$ cat config.mk
export PLATFORM = sky130hd
export DESIGN_NAME = icid_regs
export DESIGN_NICKNAME = d
export VERILOG_FILES = /design/src/common/icid_pkg.sv /design/src/logic/icid_regs.sv
export VERILOG_INCLUDE_DIRS = /design/src /design/src/common
export SDC_FILE = /design/constraint.sdc
export NUM_CORES = 1
export LEC_CHECK = 0
export BUFFER_PORTS_ARGS = -buffer_cell sky130_fd_sc_hd__buf_2
export CAP_MARGIN = 10
export CORE_ASPECT_RATIO = 2
export CORE_UTILIZATION = 25
export CTS_BUF_LIST = sky130_fd_sc_hd__clkbuf_4
export CTS_CLUSTER_DIAMETER = 100
export DETAILED_ROUTE_END_ITERATION = 8
export PLACE_DENSITY = 0.66
export SYNTH_ARGS = -nofsm -noshare
export SYNTH_HDL_FRONTEND = slang
export SYNTH_SLANG_ARGS = --single-unit
$ cat constraint.sdc
create_clock -name aclk -period 1.81 [get_ports aclk]
set_input_delay 0.362 -clock aclk [delete_from_list [all_inputs] [get_ports aclk]]
set_output_delay 0.362 -clock aclk [all_outputs]
set_load 0.02 [all_outputs]
$ cat src/common/icid_map.svh
`ifndef ICID_MAP_SVH
`define ICID_MAP_SVH

// Register byte offsets
`define ICID_OFS_FIFTH       12'h0FD4
`define ICID_OFS_SIXTH       12'h0FD8
`define ICID_OFS_SEVENTH     12'h0FDC
`define ICID_OFS_EIGHTH      12'h0FC0
`define ICID_OFS_CLASS0      12'h0FF0
`define ICID_OFS_CLASS1      12'h0FF4
`define ICID_OFS_CLASS2      12'h0FF8
`define ICID_OFS_CLASS3      12'h0FFC

// Widths
`define ICID_ADDR_W          12
`define ICID_SPI_W           10
`define ICID_PPI_W           5

// Largest legal codes; anything above is reserved
`define ICID_SPI_MAX         10'h3DC
`define ICID_PPI_MAX         5'h10
`define ICID_PRIO_MAX        3'h4

// Default configuration
`define ICID_SPI_DEF         10'h020
`define ICID_PPI_DEF         5'h10
`define ICID_SGI_DEF         5'h10
`define ICID_PRIO_DEF        3'h4
`define ICID_CPUIF_DEF       3'h0
// Arbitrary component identifier, not tied to any maker
`define ICID_CLASS_ID_DEF    32'h1234_5678

// Bus responses and reserved fill
`define ICID_RESP_OKAY       2'h0
`define ICID_RESP_SLVERR     2'h2
`define ICID_UPPER_FILL      24'h00_0000

`endif

$ cat src/common/icid_pkg.sv
package icid_pkg;
	typedef enum logic [1:0] {
		ICID_PROTO_AXI = 2'b00,
		ICID_PROTO_AHB = 2'b01
	} icid_proto_e;

	typedef enum logic [0:0] {
		ICID_SPACE_DIST  = 1'b0,
		ICID_SPACE_CPUIF = 1'b1
	} icid_space_e;

	typedef struct packed {
		logic        awready;
		logic        wready;
		logic        aw_held;
		logic        w_held;
		logic        wr_hit;
		logic        bvalid;
		logic [1:0]  bresp;
		logic        arready;
		logic        rvalid;
		logic [31:0] rdata;
		logic [1:0]  rresp;
	} icid_state_s;
endpackage

$ cat src/logic/icid_regs.sv
`include "icid_map.svh"

// Notes on behaviour
// - Ident registers return fixed low byte
// - Sixth: shared low six, private high two
// - Seventh low nibble: shared count high bits
// - Seventh bit 7: dual security support
// - Seventh bits 6:4: priority level code
// - Eighth bit 7: distributor zero, interface one
// - Eighth bits 6:5: bus protocol code
// - Eighth bits 4:2: interfaces minus one
// - Eighth bit 1: bypass fast input present
// - Eighth bit 0: bypass normal input present
// - Four class bytes, byte three highest
// - Class bytes unreachable while held in reset
// - Shared count: 1..988 valid codes
// - Private count low bits in fifth register
module icid_regs #(
	parameter logic [`ICID_SPI_W-1:0] SHARED_COUNT   = `ICID_SPI_DEF,
	parameter logic [`ICID_PPI_W-1:0] PRIVATE_COUNT  = `ICID_PPI_DEF,
	parameter logic [4:0]             SOFT_COUNT     = `ICID_SGI_DEF,
	parameter logic                   DUAL_SECURITY  = 1'b1,
	parameter logic [2:0]             PRIORITY_CODE  = `ICID_PRIO_DEF,
	parameter icid_pkg::icid_space_e  REG_SPACE      = icid_pkg::ICID_SPACE_DIST,
	parameter icid_pkg::icid_proto_e  BUS_PROTOCOL   = icid_pkg::ICID_PROTO_AXI,
	parameter logic [2:0]             CPU_IF_M1      = `ICID_CPUIF_DEF,
	parameter logic                   BYPASS_FAST    = 1'b0,
	parameter logic                   BYPASS_NORMAL  = 1'b0,
	parameter logic [31:0]            CLASS_ID       = `ICID_CLASS_ID_DEF
) (
	// Clock and reset
	input  wire logic                    aclk,
	input  wire logic                    aresetn,
	// Write address
	input  wire logic                    awvalid,
	output logic                         awready,
	input  wire logic [`ICID_ADDR_W-1:0] awaddr,
	input  wire logic [2:0]              awprot,
	// Write data
	input  wire logic                    wvalid,
	output logic                         wready,
	input  wire logic [31:0]             wdata,
	input  wire logic [3:0]              wstrb,
	// Write response
	output logic                         bvalid,
	input  wire logic                    bready,
	output logic [1:0]                   bresp,
	// Read address
	input  wire logic                    arvalid,
	output logic                         arready,
	input  wire logic [`ICID_ADDR_W-1:0] araddr,
	input  wire logic [2:0]              arprot,
	// Read data
	output logic                         rvalid,
	input  wire logic                    rready,
	output logic [31:0]                  rdata,
	output logic [1:0]                   rresp
);

	// ------------------------------------------------------------
	// Fixed register images
	// ------------------------------------------------------------
	logic [7:0] img_fifth;
	logic [7:0] img_sixth;
	logic [7:0] img_seventh;
	logic [7:0] img_eighth;
	logic [7:0] img_class [4];

	assign img_fifth   = {PRIVATE_COUNT[2:0], SOFT_COUNT};
	assign img_sixth   = {SHARED_COUNT[5:0], PRIVATE_COUNT[4:3]};
	assign img_seventh = {DUAL_SECURITY, PRIORITY_CODE, SHARED_COUNT[9:6]};
	assign img_eighth  = {REG_SPACE, BUS_PROTOCOL, CPU_IF_M1,
	                      BYPASS_FAST, BYPASS_NORMAL};

	genvar gi;
	generate
		for (gi = 0; gi < 4; gi++) begin : g_class
			assign img_class[gi] = CLASS_ID[gi*8 +: 8];
		end
	endgenerate

	// ------------------------------------------------------------
	// Read decode
	// ------------------------------------------------------------
	logic       rd_hit;
	logic [7:0] rd_byte;

	always_comb begin
		rd_hit  = 1'b1;
		rd_byte = 8'h00;
		unique case (araddr)
			`ICID_OFS_FIFTH:   rd_byte = img_fifth;
			`ICID_OFS_SIXTH:   rd_byte = img_sixth;
			`ICID_OFS_SEVENTH: rd_byte = img_seventh;
			`ICID_OFS_EIGHTH:  rd_byte = img_eighth;
			`ICID_OFS_CLASS0:  rd_byte = img_class[0];
			`ICID_OFS_CLASS1:  rd_byte = img_class[1];
			`ICID_OFS_CLASS2:  rd_byte = img_class[2];
			`ICID_OFS_CLASS3:  rd_byte = img_class[3];
			default:           rd_hit  = 1'b0;
		endcase
	end

	logic wr_hit;
	always_comb begin
		unique case (awaddr)
			`ICID_OFS_FIFTH, `ICID_OFS_SIXTH, `ICID_OFS_SEVENTH, `ICID_OFS_EIGHTH,
			`ICID_OFS_CLASS0, `ICID_OFS_CLASS1, `ICID_OFS_CLASS2, `ICID_OFS_CLASS3:
				wr_hit = 1'b1;
			default:
				wr_hit = 1'b0;
		endcase
	end

	// ------------------------------------------------------------
	// Bus slave state
	// ------------------------------------------------------------
	icid_pkg::icid_state_s st_r;
	icid_pkg::icid_state_s st_nxt;
	logic                  aw_take;
	logic                  w_take;
	logic                  ar_take;

	assign aw_take = awvalid && st_r.awready;
	assign w_take  = wvalid && st_r.wready;
	assign ar_take = arvalid && st_r.arready;

	always_comb begin
		st_nxt = st_r;
		// All-clear only follows reset: channels open one cycle after release
		if (!(st_r.awready || st_r.wready || st_r.arready || st_r.aw_held
		      || st_r.w_held || st_r.bvalid || st_r.rvalid)) begin
			st_nxt.awready = 1'b1;
			st_nxt.wready  = 1'b1;
			st_nxt.arready = 1'b1;
		end
		// Address and data may come in either order; each is held until its partner arrives
		if (aw_take) begin
			st_nxt.aw_held = 1'b1;
			st_nxt.awready = 1'b0;
			st_nxt.wr_hit  = wr_hit;
		end
		if (w_take) begin
			st_nxt.w_held = 1'b1;
			st_nxt.wready = 1'b0;
		end
		// Writes never reach any storage: read-only bank just acknowledges
		if ((st_r.aw_held || aw_take) && (st_r.w_held || w_take) && !st_r.bvalid) begin
			st_nxt.bvalid  = 1'b1;
			st_nxt.bresp   = (aw_take ? wr_hit : st_r.wr_hit) ? `ICID_RESP_OKAY : `ICID_RESP_SLVERR;
			st_nxt.aw_held = 1'b0;
			st_nxt.w_held  = 1'b0;
		end
		if (st_r.bvalid && bready) begin
			st_nxt.bvalid  = 1'b0;
			st_nxt.awready = 1'b1;
			st_nxt.wready  = 1'b1;
		end
		if (ar_take) begin
			st_nxt.arready = 1'b0;
			st_nxt.rvalid  = 1'b1;
			// Upper bits are undefined; zero is the cheapest stable choice
			st_nxt.rdata   = {`ICID_UPPER_FILL, rd_byte};
			st_nxt.rresp   = rd_hit ? `ICID_RESP_OKAY : `ICID_RESP_SLVERR;
		end
		if (st_r.rvalid && rready) begin
			st_nxt.rvalid  = 1'b0;
			st_nxt.arready = 1'b1;
		end
	end

	// Ready stays low during reset, so nothing is accepted then
	always_ff @(posedge aclk) begin
		if (!aresetn) begin
			st_r <= '0;
		end else begin
			st_r <= st_nxt;
		end
	end

	assign awready = st_r.awready;
	assign wready  = st_r.wready;
	assign bvalid  = st_r.bvalid;
	assign bresp   = st_r.bresp;
	assign arready = st_r.arready;
	assign rvalid  = st_r.rvalid;
	assign rdata   = st_r.rdata;
	assign rresp   = st_r.rresp;
endmodule

==> flow_summary.ini, run 1 <==
[yosys]
yosysSeqAreaShare_pct = 32.6
yosys.cell_types.count = 30
synth-seq-cells = 17
yosysTopAreaCell = dfxtp_1
synth_edf_count = 0
ys_warn_count = 0
synthTopCellsByArea = dfxtp_1, buf_4, nand2_1
synth.top_cell.area_share_pct = 32.6
syn_area_um2 = 1040
async_reset_ff_share_pct = 0
postSynthCellCount = 124
avgSynthCellArea_um2 = 8.42
ys_dominant_reg_cell = dfxtp_1
synth_common_cells = buf_4, dfxtp_1, nand2_1
yosysMostFrequentCell = buf_4

[timing]
fmax_mhz = 698
rsz0062_at_grt = false
final_hold_viol_count = 0
finalClockSkew_ns = 0.000743
setup_violations = 0
min_period_ns = 1.43
period_share_pct = 79.2
tns_ns = 0
drv_slew = 0

[routing]
ant_nets = 0
wl_um = 1950
wire_per_inst_um = 9.21
vias = 872
drc = 0
firstDrtPassIters = 3
via_per_inst = 4.11
drtIter0Drc = 2

[clock_network]
cts.repair.resized = 0
clk_pin_slew_worst_paths_ns = 0.09
cts_tree = yes
cts.sinks = 17
clockBufferDepth = 2
cts_setup_buffers = 0
htreeDepth = 1
clk_latency_ns = 0.28
cts_buffers = 3
cts-root-buf = clkbuf_4
cts_hold_repair.buffers = 0

[global_routing]
antenna_found_initial = 0
overflow = 0
grt_pass1_wl_um = 2940
grt_use_total_pct = 9.27
grt_max_degree = 15
grt_pass1_vias = 751

[power]
p_total_uw = 1050
power_density_nw_per_um2 = 893
power.leakage_uw = 0.000563
irDropWorstVdd_v = 0.000361

[setup_path]
rrSetupSlack_ns = 0.38
crit_type = flop to flop
path_buf_inv = 0
crit_arrival_ns = 1.64
path_delay_family = simple AND/OR/NAND/NOR gates
rr_endpoint = awready$_SDFFE_PN0P_
crit_slowest_cell = or4_1
r2r_start = st_r[40]$_SDFFE_PP0P_
cp.required_ns = 2.02
worstSetupStartpointType = flop
crit_fanout = 3
endpoint_kind = flop
cp_cell_sequence = or4_1 > nor4_2 > o21ai_0 > a21boi_0
reg2reg_depth = 4
max_stage_delay_ns = 0.54

[floorplanning]
initial_utilization_pct = 26.6
core_um2 = 3920
die-area_um2 = 4450
io_pins = 114
die_y_um = 93.4
fp.dieW_um = 47.7
rows = 32

[worst_hold_path]
holdCritPathClass = primary input to flop
hold_depth = 3
holdPathEnd = arready$_SDFFE_PN0P_
min_from = rready

[job]
drv_cap = 0

[layout]
finalNetCount = 235
n_antenna_cell = 0
drive_above_1_share_pct = 31.7
area_growth_pct = 13.2

[place]
gp_congestion = 0.755
dp_hpwl_um = 1700
port_buffers = 44

[outcome]
status = finished clean
-- logic make-up after synthesis --
| logic type | share of synthesized area, % |
|---|---|
| compound gates | 16.4 |
| xor+xnor | 1.68 |
| buf+inv | 27.3 |
| flops | 32.6 |
| mux | 1.92 |
| other cells | 0.359 |
| simple gates | 19.7 |
-- per-layer routing --
metal	global-route usage [%]	up-vias	wire length [µm]
met1	7.41	380	632
met2	17.5	55	1100
met3	1.35	2	179
met5	0	-	0
met4	6.94	0	41
li1	-	435	-
-- registers in the layout, summed over array words and instances, names as in the netlist, named ones only --
register,count
rdata,7
st_r,2
arready,1
awready,1
bresp,1
bvalid,1
rresp,1
rvalid,1
wready,1
-- worst max-delay path by stage --
stage / depth (start not counted) / start / end / slack, ns
after floorplan: 4 / awaddr[3] / bresp[1]$_SDFFE_PN0P_ / 0.27
after global placement: 5 / awaddr[3] / bresp[1]$_SDFFE_PN0P_ / 0.14
after detailed placement: 5 / awaddr[3] / bresp[1]$_SDFFE_PN0P_ / 0.13
after CTS: 4 / st_r[40]$_SDFFE_PP0P_ / arready$_SDFFE_PN0P_ / 0.35
after global routing: 4 / st_r[40]$_SDFFE_PP0P_ / arready$_SDFFE_PN0P_ / 0.22
final: 4 / st_r[40]$_SDFFE_PP0P_ / awready$_SDFFE_PN0P_ / 0.38
-- worst reg2reg max path, cell delays in order, from the launching register on --
cell and delay, ns:
dfxtp_1 0.32, or4_1 0.54, nor4_2 0.22, o21ai_0 0.11, a21boi_0 0.18
-- through the flow --
stage	cell area, µm²	utilization, %	std cells	hold slack (ns)	setup slack (ns)
2_1_floorplan	1140	-	150	0.426	0.272
3_3_place_gp	1150	29.3	208	0.434	0.137
3_5_place_dp	1150	29.3	208	0.442	0.127
4_1_cts	1180	30.1	212	0.337	0.353
5_1_grt	1180	30.1	212	0.330	0.220
6_report	1180	30.1	212	0.351	0.377
-- cell usage in the layout, fill, tap and decap left out, types with 3 or more instances in the layout --
| cell | Yosys | layout |
|---|---|---|
| nor3_1 | 3 | 3 |
| clkbuf_4 | 0 | 4 |
| a21oi_1 | 7 | 7 |
| buf_2 | 0 | 44 |
| dfxtp_1 | 17 | 17 |
| nor2b_1 | 3 | 3 |
| inv_1 | 3 | 3 |
| a21boi_0 | 5 | 5 |
| o21ai_0 | 8 | 8 |
| nor2_1 | 3 | 3 |
| conb_1 | 1 | 27 |
| nand2_1 | 15 | 15 |
-- layout make-up --
| cell class | count | area (µm²) |
|---|---|---|
| Tap cell | 51 | 63.8 |
| Sequential cell | 17 | 340 |
| Inverter | 3 | 11.3 |
| Fill cell | 456 | 2740 |
| Clock buffer | 4 | 30.0 |
| Multi-Input combinational cell | 93 | 515 |
| Timing Repair Buffer | 44 | 220 |
-- power by group --
part	switching, µW	internal [µW]
clock network	110	100
logic	233	133
registers	47.9	431
total	391	664
Note: power is estimated with default switching activity, not from simulation.
==> run 2, diff against run 1 <==
Settings changed: PLACE_DENSITY 0.66 to 0.68.
Clock period 1.81 ns to 1.3 ns, I/O delays scaled along.
==> run 2 against run 1 <==
Compared with the run above: the run now ends with negative setup slack left; design area is 4.4% higher; power is 53% higher; clock skew is 0.00073 ns higher; utilization is 1.3 points higher; worst hold slack worse by 0.12 ns; die area stayed put; highest routed layer unchanged; sequential share of layout area is 1.0 points lower; register-to-register slack worse by 0.41 ns.
==> flow_summary.ini, run 2 (synthesis results as in run 1) <==
[outcome]
status = finished, violations left
violations = negative setup slack

[timing]
drv_slew = 0
fmax_mhz = 751
final_hold_viol_count = 0
fin_ws_ns = -0.0316
finalClockSkew_ns = 0.00147
period_share_pct = 102
min_period_ns = 1.33
setup_violations = 3
rsz0062_at_grt = true
tns_ns = -0.0807

[setup_path]
crit_type = flop to flop
path_buf_inv = 0
max_stage_delay_ns = 0.53
path_delay_family = simple AND/OR/NAND/NOR gates
rr_endpoint = awready$_SDFFE_PN0P_
worst-path-stages = 4
worstSetupStartpointType = flop
rrSetupSlack_ns = -0.03
reg2reg_depth = 4
cp_cell_sequence = or4_4 > nor4_4 > o21ai_1 > a21boi_1
crit_slowest_cell = or4_4
cp.required_ns = 1.52
endpoint_kind = flop
crit_arrival_ns = 1.55
crit_fanout = 3
r2r_start = wready$_SDFFE_PN0P_

[layout]
fin_cells = 217
final_cell_mix = buf_2, conb_1, nand2_1, dfxtp_1, a21oi_1
final_common_cell = buf_2
area_growth_pct = 18.2
fin_area_um2 = 1230
final_util_pct = 31.4
largest_reg_flops = 7
n_antenna_cell = 0
drive_above_1_share_pct = 35.5
finalNetCount = 240
fill_cells = 452

[floorplanning]
fp.dieW_um = 47.7
die_y_um = 93.4
rows = 32
initial_utilization_pct = 26.6
die-area_um2 = 4450
core_um2 = 3920
io_pins = 114

[place]
dpl-instance-area_um2 = 1190
gp_congestion = 0.790
dp_hpwl_um = 1690
place_inst = 213
port_buffers = 44

[worst_hold_path]
hold_depth = 3
min_from = rready
holdCritPathClass = primary input to flop
holdPathEnd = arready$_SDFFE_PN0P_

[routing]
via_per_inst = 4.10
wire_per_inst_um = 9.17
drtIter0Drc = 9
ant_nets = 0
firstDrtPassIters = 3
vias = 890
wl_um = 1990
drc = 0

[power]
p_total_uw = 1610
power.leakage_uw = 0.000594
power_density_nw_per_um2 = 1300
irDropWorstVdd_v = 0.000482

[global_routing]
grt_max_degree = 15
overflow = 0
antenna_found_initial = 0
grt_use_total_pct = 9.12
grt_pass1_wl_um = 2880
grt_pass1_vias = 738

[job]
drv_cap = 0

[clock_network]
clockBufferDepth = 2
cts_buffers = 3
cts_hold_repair.buffers = 0
cts.sinks = 17
clk_latency_ns = 0.28
cts_setup_buffers = 0
cts-root-buf = clkbuf_4
clk_pin_slew_worst_paths_ns = 0.09
htreeDepth = 1
cts_tree = yes
run 2: cell types whose count changed in the layout (fill, tap and decap cells not counted):
| cell | delta |
|---|---|
| o21ai_0 | -2 |
| or4_4 | +1 |
| a21boi_1 | +3 |
| or4_1 | -1 |
| buf_4 | +5 |
| dfxtp_1 | -2 |
| o21ai_1 | +2 |
| nor4_4 | +1 |
| a21boi_0 | -3 |
| nor4_2 | -1 |
| dfxtp_2 | +2 |
run 2: metal layers:
layer / up-vias / GRT usage (%) / wire, µm
met3: 4 / 0.579 / 167
met4: 0 / 6.94 / 61
li1: 447 / - / -
met5: - / 0 / 0
met1: 382 / 7.77 / 699
met2: 57 / 17.1 / 1060
run 2: area by class of cell:
cell class / count / area (µm²) / share of cell area [%]
repair buffers: 49 / 258 / 20.9
inverters: 3 / 11.3 / 0.913
well taps: 51 / 63.8 / 5.17
flip-flops and latches: 17 / 343 / 27.8
clock buffers: 4 / 30.0 / 2.43
multi-input cells: 93 / 528 / 42.8
run 2: how the worst max path moves through the flow:
stage,slack (ns),end,startpoint
finish,-0.03,awready$_SDFFE_PN0P_,wready$_SDFFE_PN0P_
global route,-0.14,arready$_SDFFE_PN0P_,wready$_SDFFE_PN0P_
CTS,-0.13,arready$_SDFFE_PN0P_,wready$_SDFFE_PN0P_
detailed placement,-0.25,bresp[1]$_SDFFE_PN0P_,awaddr[3]
global placement,-0.23,bresp[1]$_SDFFE_PN0P_,awaddr[3]
floorplan,-0.09,bresp[1]$_SDFFE_PN0P_,awaddr[3]
run 2: report_power, final:
part / internal, µW / total [µW] / switching (µW)
Clock: 140 / 296 / 156
Combinational: 269 / 639 / 370
Sequential: 604 / 675 / 71.1
run 2: repair_timing:
| action | CTS | global route |
|---|---|---|
| gates resized for setup | 8 | 0 |
| pin swaps | 6 | 2 |
| endpoints found under the setup margin | 3 | 12 |
| cloned | 0 | 0 |
run 2: worst register-to-register path, delay by kind of cell (launching register included):
kind	cells	cell delay, ns
AND/OR/NAND/NOR	2	0.72
flip-flops	1	0.33
AO/OA/AOI/OAI	2	0.22
run 2: metrics by stage:
| stage | setup slack (ns) | hold WS, ns |
|---|---|---|
| CTS | -0.134 | 0.218 |
| global route | -0.137 | 0.231 |
| finish | -0.0316 | 0.227 |
| detailed placement | -0.245 | 0.437 |
| global placement | -0.233 | 0.434 |
| floorplan | -0.0885 | 0.400 |
